--- src/verilog/qpd_pkg.sv ---
// constants, types and register map of the quadrature position decoder
//
// Overview of operation
// count first channel or both channels
// optional index pulse resets position counter
// phase inputs or step plus direction
// optional swap of channels before decoding
// max position bounds counter; reverse index loads
// direction readable, held while stationary
// error set when both inputs change together in phase mode
// configure first; decode only while enabled
// per-event enable gates interrupt output
// four event flags in one field
// clear mask write deasserts selected flags
// raw and masked status both readable
// position count readable at any time
// software writes position; counting continues there
// velocity capture only while position enabled
// events: index, timer, direction change, error
// inputs synchronised; all state set to its reset value on reset
package qpd_pkg;

   // -------------------------------------------------------------
   // register byte offsets
   // -------------------------------------------------------------
   localparam logic [7:0] QPD_OFF_CTRL   = 8'h00; // configuration
   localparam logic [7:0] QPD_OFF_MAXPOS = 8'h04; // max_position_value
   localparam logic [7:0] QPD_OFF_POS    = 8'h08; // position count
   localparam logic [7:0] QPD_OFF_STAT   = 8'h0c; // direction, error
   localparam logic [7:0] QPD_OFF_VPER   = 8'h10; // velocity period
   localparam logic [7:0] QPD_OFF_VLAST  = 8'h14; // last period count
   localparam logic [7:0] QPD_OFF_VACC   = 8'h18; // running count
   localparam logic [7:0] QPD_OFF_RIS    = 8'h1c; // raw event status
   localparam logic [7:0] QPD_OFF_IEN    = 8'h20; // event enables
   localparam logic [7:0] QPD_OFF_ICLR   = 8'h24; // event clear, wo
   localparam logic [7:0] QPD_OFF_MIS    = 8'h28; // masked status

   // -------------------------------------------------------------
   // field positions
   // -------------------------------------------------------------
   localparam int QPD_EVT_ERR   = 0; // phase_error_event
   localparam int QPD_EVT_DIR   = 1; // direction_change_event
   localparam int QPD_EVT_TIMER = 2; // velocity_timer_event
   localparam int QPD_EVT_INDEX = 3; // index_detect_event
   localparam int QPD_STAT_DIR  = 0; // 1 = forward
   localparam int QPD_STAT_ERR  = 1; // sticky phase error

   // -------------------------------------------------------------
   // reset values
   // -------------------------------------------------------------
   localparam logic [31:0] QPD_RST_MAXPOS = 32'hffffffff;
   localparam logic [31:0] QPD_RST_VPER   = 32'h00000001;
   localparam logic        QPD_RST_DIR    = 1'b1;

   // configuration word, low bits of the control register
   typedef struct packed {
      logic vel_enable;         // bit 5
      logic inputs_swapped;     // bit 4
      logic step_direction_mode;// bit 3
      logic reset_on_index;     // bit 2
      logic count_both_channels;// bit 1
      logic enable;             // bit 0
   } qpd_ctrl_t;

   // synchronised encoder pins
   typedef struct packed {
      logic index;
      logic second;
      logic first;
   } qpd_pins_t;

endpackage

--- src/verilog/qpd_top.sv ---
// quadrature position decoder with apb register slave
`timescale 1ns/1ps
module qpd_top
   import qpd_pkg::*;
(
   // clock and reset
   input  wire logic        clk,
   input  wire logic        resetn,
   // apb slave
   input  wire logic        psel,
   input  wire logic        penable,
   input  wire logic        pwrite,
   input  wire logic [7:0]  paddr,
   input  wire logic [31:0] pwdata,
   output logic [31:0]      prdata,
   output logic             pready,
   output logic             pslverr,
   // encoder pins
   input  wire logic        channel_first,
   input  wire logic        channel_second,
   input  wire logic        index_in,
   // interrupt
   output logic             irq
);

   // -------------------------------------------------------------
   // reset release
   // -------------------------------------------------------------
   logic [1:0] rst_sync_reg;
   logic       rst_n;

   // two-stage release of the asynchronous reset
   always_ff @(posedge clk or negedge resetn)
   begin
      if (!resetn)
         rst_sync_reg <= 2'b00;
      else
         rst_sync_reg <= {rst_sync_reg[0], 1'b1};
   end
   assign rst_n = rst_sync_reg[1];

   // -------------------------------------------------------------
   // state
   // -------------------------------------------------------------
   qpd_ctrl_t   ctrl_reg;
   qpd_pins_t   pin_meta_reg;
   qpd_pins_t   pin_sync_reg;
   logic        a_prev_reg;
   logic        b_prev_reg;
   logic        idx_prev_reg;
   logic [31:0] max_reg;
   logic [31:0] pos_reg;
   logic [31:0] pos_next;
   logic        dir_reg;
   logic        err_reg;
   logic [31:0] vper_reg;
   logic [31:0] vtim_reg;
   logic [31:0] vacc_reg;
   logic [31:0] vlast_reg;
   logic [3:0]  ris_reg;
   logic [3:0]  ris_next;
   logic [3:0]  ien_reg;
   logic [31:0] prdata_reg;
   logic        pready_reg;
   logic        pslverr_reg;
   logic        irq_reg;

   // -------------------------------------------------------------
   // apb decode
   // -------------------------------------------------------------
   wire        apb_req  = psel & penable & ~pready_reg;
   wire        apb_done = psel & penable & pready_reg;
   wire        wr_done  = apb_done & pwrite;
   wire        hit_ctrl = paddr == QPD_OFF_CTRL;
   wire        hit_max  = paddr == QPD_OFF_MAXPOS;
   wire        hit_pos  = paddr == QPD_OFF_POS;
   wire        hit_stat = paddr == QPD_OFF_STAT;
   wire        hit_vper = paddr == QPD_OFF_VPER;
   wire        hit_vlst = paddr == QPD_OFF_VLAST;
   wire        hit_vacc = paddr == QPD_OFF_VACC;
   wire        hit_ris  = paddr == QPD_OFF_RIS;
   wire        hit_ien  = paddr == QPD_OFF_IEN;
   wire        hit_iclr = paddr == QPD_OFF_ICLR;
   wire        hit_mis  = paddr == QPD_OFF_MIS;
   wire        hit_any  = hit_ctrl | hit_max | hit_pos | hit_stat
                        | hit_vper | hit_vlst | hit_vacc | hit_ris
                        | hit_ien | hit_iclr | hit_mis;
   wire        pos_wr   = wr_done & hit_pos;
   wire        iclr_wr  = wr_done & hit_iclr;
   wire        stat_wr  = wr_done & hit_stat;
   wire [3:0]  mis      = ris_reg & ien_reg;
   wire [3:0]  ien_next = (wr_done & hit_ien) ? pwdata[3:0] : ien_reg;

   // read data selection; write-only clear reads as zero
   wire [31:0] rd_mux =
        hit_ctrl ? {26'h0, ctrl_reg}
      : hit_max  ? max_reg
      : hit_pos  ? pos_reg
      : hit_stat ? {30'h0, err_reg, dir_reg}
      : hit_vper ? vper_reg
      : hit_vlst ? vlast_reg
      : hit_vacc ? vacc_reg
      : hit_ris  ? {28'h0000000, ris_reg}
      : hit_ien  ? {28'h0000000, ien_reg}
      : hit_mis  ? {28'h0000000, mis}
      : 32'h00000000;

   // -------------------------------------------------------------
   // input capture and decoding
   // -------------------------------------------------------------
   // two-flop synchronisers on the encoder pins
   always_ff @(posedge clk or negedge rst_n)
   begin
      if (!rst_n)
      begin
         pin_meta_reg <= '0;
         pin_sync_reg <= '0;
      end
      else
      begin
         pin_meta_reg <= {index_in, channel_second, channel_first};
         pin_sync_reg <= pin_meta_reg;
      end
   end

   // channel exchange ahead of any decoding
   wire a_in = ctrl_reg.inputs_swapped ? pin_sync_reg.second
                                       : pin_sync_reg.first;
   wire b_in = ctrl_reg.inputs_swapped ? pin_sync_reg.first
                                       : pin_sync_reg.second;
   wire run   = ctrl_reg.enable;
   wire a_chg = run & (a_in ^ a_prev_reg);
   wire b_chg = run & (b_in ^ b_prev_reg);
   wire sdir  = ctrl_reg.step_direction_mode;
   wire both  = ctrl_reg.count_both_channels;

   // phase mode: one channel alone moves; step mode: clock edges
   wire ph_step = (a_chg & ~b_chg) | (both & b_chg & ~a_chg);
   wire sd_step = a_chg & (a_in | both);
   wire step    = sdir ? sd_step : ph_step;
   wire ph_fwd  = a_chg ? (a_in != b_in) : (a_in == b_in);
   wire fwd     = sdir ? ~b_in : ph_fwd;
   wire ph_err  = ~sdir & a_chg & b_chg;
   wire dir_now = step ? fwd : dir_reg;
   wire idx_hit = run & pin_sync_reg.index & ~idx_prev_reg;
   wire dir_chg = step & (fwd != dir_reg);

   // -------------------------------------------------------------
   // position counter
   // -------------------------------------------------------------
   wire [31:0] pos_inc = (pos_reg == max_reg) ? 32'h00000000
                                              : pos_reg + 32'h1;
   wire [31:0] pos_dec = (pos_reg == 32'h0) ? max_reg
                                            : pos_reg - 32'h1;

   // software load first, then index alignment, then counting
   always_comb
   begin
      pos_next = pos_reg;
      if (pos_wr)
         pos_next = pwdata;
      else if (idx_hit & ctrl_reg.reset_on_index)
         pos_next = dir_now ? 32'h00000000 : max_reg;
      else if (step)
         pos_next = fwd ? pos_inc : pos_dec;
   end

   // decoder state
   always_ff @(posedge clk or negedge rst_n)
   begin
      if (!rst_n)
      begin
         a_prev_reg   <= 1'b0;
         b_prev_reg   <= 1'b0;
         idx_prev_reg <= 1'b0;
         pos_reg      <= 32'h00000000;
         dir_reg      <= QPD_RST_DIR;
         err_reg      <= 1'b0;
      end
      else
      begin
         a_prev_reg   <= a_in;
         b_prev_reg   <= b_in;
         idx_prev_reg <= pin_sync_reg.index;
         pos_reg      <= pos_next;
         dir_reg      <= dir_now;
         err_reg      <= ph_err | (err_reg
                         & ~(stat_wr & pwdata[QPD_STAT_ERR]));
      end
   end

   // -------------------------------------------------------------
   // velocity capture
   // -------------------------------------------------------------
   wire vel_on  = run & ctrl_reg.vel_enable;
   wire vel_exp = vel_on & (vtim_reg >= vper_reg - 32'h1);
   wire [31:0] vacc_step = vacc_reg + {31'h0, step};

   // pulse count over each timer period
   always_ff @(posedge clk or negedge rst_n)
   begin
      if (!rst_n)
      begin
         vtim_reg  <= 32'h00000000;
         vacc_reg  <= 32'h00000000;
         vlast_reg <= 32'h00000000;
      end
      else if (!vel_on)
      begin
         vtim_reg <= 32'h00000000;
         vacc_reg <= 32'h00000000;
      end
      else if (vel_exp)
      begin
         vtim_reg  <= 32'h00000000;
         vacc_reg  <= 32'h00000000;
         vlast_reg <= vacc_step;
      end
      else
      begin
         vtim_reg <= vtim_reg + 32'h1;
         vacc_reg <= vacc_step;
      end
   end

   // -------------------------------------------------------------
   // events and interrupt
   // -------------------------------------------------------------
   wire [3:0] evt;
   assign evt[QPD_EVT_ERR]   = ph_err;
   assign evt[QPD_EVT_DIR]   = dir_chg;
   assign evt[QPD_EVT_TIMER] = vel_exp;
   assign evt[QPD_EVT_INDEX] = idx_hit;
   wire [3:0] clr_mask = iclr_wr ? pwdata[3:0] : 4'h0;

   // new events win over a clear in the same cycle
   assign ris_next = evt | (ris_reg & ~clr_mask);

   always_ff @(posedge clk or negedge rst_n)
   begin
      if (!rst_n)
      begin
         ris_reg <= 4'h0;
         irq_reg <= 1'b0;
      end
      else
      begin
         ris_reg <= ris_next;
         irq_reg <= |(ris_next & ien_next);
      end
   end

   // -------------------------------------------------------------
   // configuration registers and bus answer
   // -------------------------------------------------------------
   always_ff @(posedge clk or negedge rst_n)
   begin
      if (!rst_n)
      begin
         ctrl_reg <= '0;
         max_reg  <= QPD_RST_MAXPOS;
         vper_reg <= QPD_RST_VPER;
         ien_reg  <= 4'h0;
      end
      else if (wr_done)
      begin
         if (hit_ctrl)
            ctrl_reg <= pwdata[5:0];
         if (hit_max)
            max_reg <= pwdata;
         if (hit_vper)
            vper_reg <= pwdata;
         if (hit_ien)
            ien_reg <= pwdata[3:0];
      end
   end

   // one wait state; data and error ready with pready
   always_ff @(posedge clk or negedge rst_n)
   begin
      if (!rst_n)
      begin
         pready_reg  <= 1'b0;
         pslverr_reg <= 1'b0;
         prdata_reg  <= 32'h00000000;
      end
      else
      begin
         pready_reg  <= apb_req;
         pslverr_reg <= apb_req & ~hit_any;
         prdata_reg  <= (apb_req & ~pwrite) ? rd_mux : 32'h00000000;
      end
   end

   assign prdata  = prdata_reg;
   assign pready  = pready_reg;
   assign pslverr = pslverr_reg;
   assign irq     = irq_reg;
endmodule // qpd_top

--- config.mk ---
export PLATFORM = sky130hd
export DESIGN_NAME = qpd_top
export DESIGN_NICKNAME = d
export VERILOG_FILES = /design/src/verilog/qpd_pkg.sv /design/src/verilog/qpd_top.sv
export SDC_FILE = /design/constraint.sdc
export NUM_CORES = 1
export LEC_CHECK = 0
export BUFFER_PORTS_ARGS = -buffer_cell sky130_fd_sc_hd__buf_2
export CAP_MARGIN = 40
export CORE_AREA = 2 2 219 221
export DETAILED_ROUTE_END_ITERATION = 16
export DIE_AREA = 0 0 221 223
export PLACE_DENSITY_LB_ADDON = 0.2
export RECOVER_POWER = 25
export SLEW_MARGIN = 20
export SYNTH_ARGS = -nofsm -noshare
export SYNTH_HDL_FRONTEND = slang
export SYNTH_SLANG_ARGS = --single-unit
--- constraint.sdc ---
create_clock -name clk -period 13.5 [get_ports clk]
set_input_delay 0.675 -clock clk [delete_from_list [all_inputs] [get_ports clk]]
set_output_delay 0.675 -clock clk [all_outputs]
set_load 0.02 [all_outputs]
==> results.md <==
| Stage | Metric | Value |
| --- | --- | --- |
| sta | Hold_ws | 0.1953 ns |
| detailed routing | Vias after detailed routing | 12490 |
| synth | Adder and majority gate portion of the synthesized area | 0.03273 |
| grt | First-pass GRT wire length | 79000 um |
| place | I/O Buffers | 82 |
| critical path | Kind of start point of the critical path | register |
| synth | Syn Inst Count | 1554 |
| sta | Worst setup skew after layout | 0.01095 ns |
| floorplanning | Number of cell rows | 80 |
| synth | Area of the mapped netlist | 14910 sq um |
| synth | Number of enable-type register cells in the synthesized netlist | 0 |
| synth | Post-synthesis mux area share | 0.08258 |
| synth | Share of the synthesized area in compound gates (AO/OA/AOI/OAI) | 0.1396 |
| sta | Setup total negative slack | 0 ns |
| critical path | Required time of the critical path | 13.62 ns |
| min path | Terminating pin of the worst hold path | pin_meta_reg[2] |
| clock network | Clk sink count | 254 |
| detailed routing | Wire length on met1 | 23100 um |
| critical path | Crit Path Class | register to asynchronous set/reset pin |
| sta | Worst-margin pin slew | 2.688 ns |
| synth | Combinational family with the most area after synthesis | simple AND/OR/NAND/NOR gates |
| run | Max-Cap Viols | 2 |
| sta | Clock period minus final worst setup slack | 4.890 ns |
| sta | Setup violators final | 0 |
| synth | Area share of the largest cell type after synthesis | 0.3693 |
| grt | Initial antenna violation count | 0 |
| critical path | Top fanout value on the critical path | 49 |
| power and ir drop | PD cells | 103.2 nW/um^2 |
| grt | Global-route congestion overflow total | 0 |
| sta | Part of the cycle the worst path needs | 0.3622 |
| detailed routing | Vias per cell | 5.552 |
| synth | Synth Flop Type | dfrtp_1 |
| clock network | Worst skew pair latency | 0.59 ns |
| critical path | Largest stage delay on the critical path | 1.97 ns |
| sta | Final Worst Setup Slack | 8.610 ns |
| grt | Tot GR Track Use | 0.2081 |
| critical path | Critical path cell sequence | clkbuf_1 -> clkbuf_1 |
| cells and area | Layout cell share with drive strength beyond 1 | 0.1916 |
| power and ir drop | Peak ir drop on the vdd network | 0.1099 mV |
| clock network | Clock tree from TritonCTS | done |
| synth | Post-synthesis xor/xnor area fraction | 0.09517 |
| detailed routing | Met2 wire length | 23840 um |
| critical path | Most common cell type on the critical path | clkbuf_1 |
| cells and area | Most frequent standard cell in the layout excluding fill and tap cells | dfrtp_1 |
| detailed routing | Starting DRT DRC Count | 1105 |
| cells and area | Layout net count | 1696 |
| clock network | TritonCTS buffer count | 31 |
| sta | Slew Limit Headroom | -0.7918 |
| detailed routing | Total met3 wirelength after detailed routing | 2933 um |
| floorplanning | Width of the chip | 221 um |
| synth | Top cells by area, synth | dfrtp_1, dfstp_2, mux2_2 |
| synth | Post-Synthesis Net Count | 1641 |
| synth | Asr flop ratio synth | 1.000 |
| floorplanning | Area of the core | 47150 sq um |
| place | Placement-stage cell area | 15980 sq um |
| place | Post-Place Worst Slack | 8.830 ns |
| synth | Average footprint of a synthesized cell | 9.594 sq um |
| synth | Seq/Total Area, Yosys | 0.4292 |
| detailed routing | 1st-pass router iterations | 6 |
| critical path | R2r worst-path depth | 2 |
| min path | Number of stages on the worst hold path | 1 |
| place | Placed wire-length estimate | 38140 um |
| cells and area | Relative area change from synthesis to final layout | 14.46% |
| sta | Max Fclk | 204.5 MHz |
| critical path | CP max-delay cell | clkbuf_1 |
| run status | Outcome | finished with violations |
| detailed routing | Routed length per instance | 23.09 um |
| critical path | Sum of buffers and inverters on the critical path | 2 |
| synth | Count of different cell masters after synthesis | 84 |
| sta | Count of pins over their slew limit | 92 |
| cells and area | Most frequent cells in the layout | dfrtp_1, nor2_1, nand2_1, xor2_1, buf_2 |
| critical path | CP Data Arrival Time | 5.01 ns |
| critical path | R2r setup slk | 8.61 ns |
| floorplanning | Starting density of the core | 0.3162 |
| synth | Flops & latches, synth | 254 |
| place | Final estimated routing congestion in global placement | 0.9675 |
| cells and area | Area of all placed cells without fillers | 17070 sq um |
| critical path | Critical register-to-register path startpoint | rst_sync_reg[1] |
| floorplanning | Top-level I/O count | 83 |
| synth | Largest area contributor in the netlist | dfrtp_1 |
| grt | Vias in the first global route | 12350 |
| min path | Worst Min Path Start | index_in |
| clock network | Number of gates given a new drive strength after cts | 0 |
| cells and area | Final antenna diode count | 0 |
| min path | Class of the most critical hold timing path | input port to register |
| floorplanning | Die height | 223 um |
| clock network | Worst-path clk slew | 0.06 ns |
| cells and area | Number of fill cells in the layout | 4809 |
| run status | Violations in the final reports | capacitance limit, slew limit |
| clock network | Setup Buffers After CTS | 0 |
| detailed routing | DRC errors left | 0 |
| critical path | Kind of cell with the highest combined delay on the critical path | buffers and inverters |
| sta | Final hold viol count | 0 |
| synth | Simple-gate share of the synthesized area | 0.1793 |
| floorplanning | Die area | 49280 sq um |
| clock network | CTS Root Cell | clkbuf_16 |
| detailed routing | Antenna viol nets, final | 0 |
| clock network | Cts hold-fix bufs | 1 |
| synth | Synth warnings | 0 |
| grt | Pin count of the biggest net entering global routing | 56 |
| clock network | Deepest clock path buffer count | 3 |
| detailed routing | Total detailed-routing wirelength | 51930 um |
| detailed routing | Highest signal layer in the routed design | met4 |
| critical path | Endpoint of the worst register-to-register path | prdata[22] |
| critical path | Crit end category | asynchronous set/reset pin |
| clock network | H-Tree Level Count | 1 |
| power and ir drop | Reported leakage power | 0.007667 uW |
| sta | Unrepaired setup endpoints after global routing | no |
-- worst max path at each step --
stage	start	endpoint	slack, ns	cells after the start
2_1_floorplan	rst_sync_reg[1]	a_prev_reg	5.96	0
3_3_place_gp	vper_reg[3]	vlast_reg[1]	8.83	17
3_5_place_dp	vper_reg[3]	vlast_reg[0]	8.83	17
4_1_cts	vper_reg[3]	vlast_reg[1]	8.82	17
5_1_grt	rst_sync_reg[1]	vper_reg[13]	7.62	2
6_report	rst_sync_reg[1]	prdata[22]	8.61	2
-- stage by stage --
| stage | total power (uW) | cells | util |
|---|---|---|---|
| floorplan | 840.5 | 1554 | - |
| global placement | 878.8 | 2183 | 0.3372 |
| detailed placement | 881.0 | 2188 | 0.3389 |
| CTS | 1780 | 2247 | 0.3622 |
| global route | 1819 | 2249 | 0.3620 |
| finish | 1761 | 2249 | 0.3620 |
-- synthesized netlist by cell type (5+ instances only) --
cell type / number
mux2_2: 75
nor2_1: 164
dfstp_2: 34
or4_1: 5
o21ai_0: 35
nor3_1: 51
xor2_1: 86
inv_1: 59
nor3_2: 5
o221ai_1: 18
a31oi_1: 39
nand2b_1: 5
clkbuf_1: 58
a211oi_1: 15
a21oi_1: 44
a22oi_1: 61
nand2_1: 118
buf_2: 20
a221oi_1: 7
and3_1: 24
a21o_1: 13
mux2i_1: 33
ha_1: 39
and4_1: 10
o211ai_1: 6
buf_1: 6
nand3_1: 57
and2_1: 6
dfrtp_1: 220
nor4_1: 20
o21ai_1: 7
xnor2_1: 76
nand4_1: 22
or3_1: 17
o22ai_1: 16
-- logic make-up (layout without fill, tap and decap cells) --
group,count (synthesis),count (layout)
xor gates and xnor gates,162,162
other,1,1
adders and majority gates,39,39
muxes,112,112
AOI/OAI and AO/OA,300,300
buffers and inverters,149,229
and+or+nand+nor,537,537
DFF,254,254
-- metal layers --
layer / track usage / up-vias
li1: - / 5702
met1: 0.2880 / 6231
met2: 0.3309 / 451
met3: 0.02897 / 103
met4: 0.07751 / 0
met5: 0 / -
-- final cells by class --
| cell class | instances | area (sq um) | share of cell area |
|---|---|---|---|
| multi-input cells | 1151 | 7923 | 0.4643 |
| inverters | 60 | 225.2 | 0.01320 |
| clock buffers | 37 | 848.3 | 0.04971 |
| well taps | 615 | 769.5 | 0.04509 |
| repair buffers | 111 | 659.4 | 0.03864 |
| flip-flops and latches | 254 | 6399 | 0.3750 |
| clock inverters | 21 | 241.5 | 0.01415 |
-- where the power goes --
| group | internal [uW] | switching (uW) |
|---|---|---|
| Sequential | 767 | 10.7 |
| Combinational | 28.3 | 60.1 |
| Clock | 541 | 353 |
| Total | 1340 | 424 |
No activity file was read; power rests on OpenSTA's default activity.
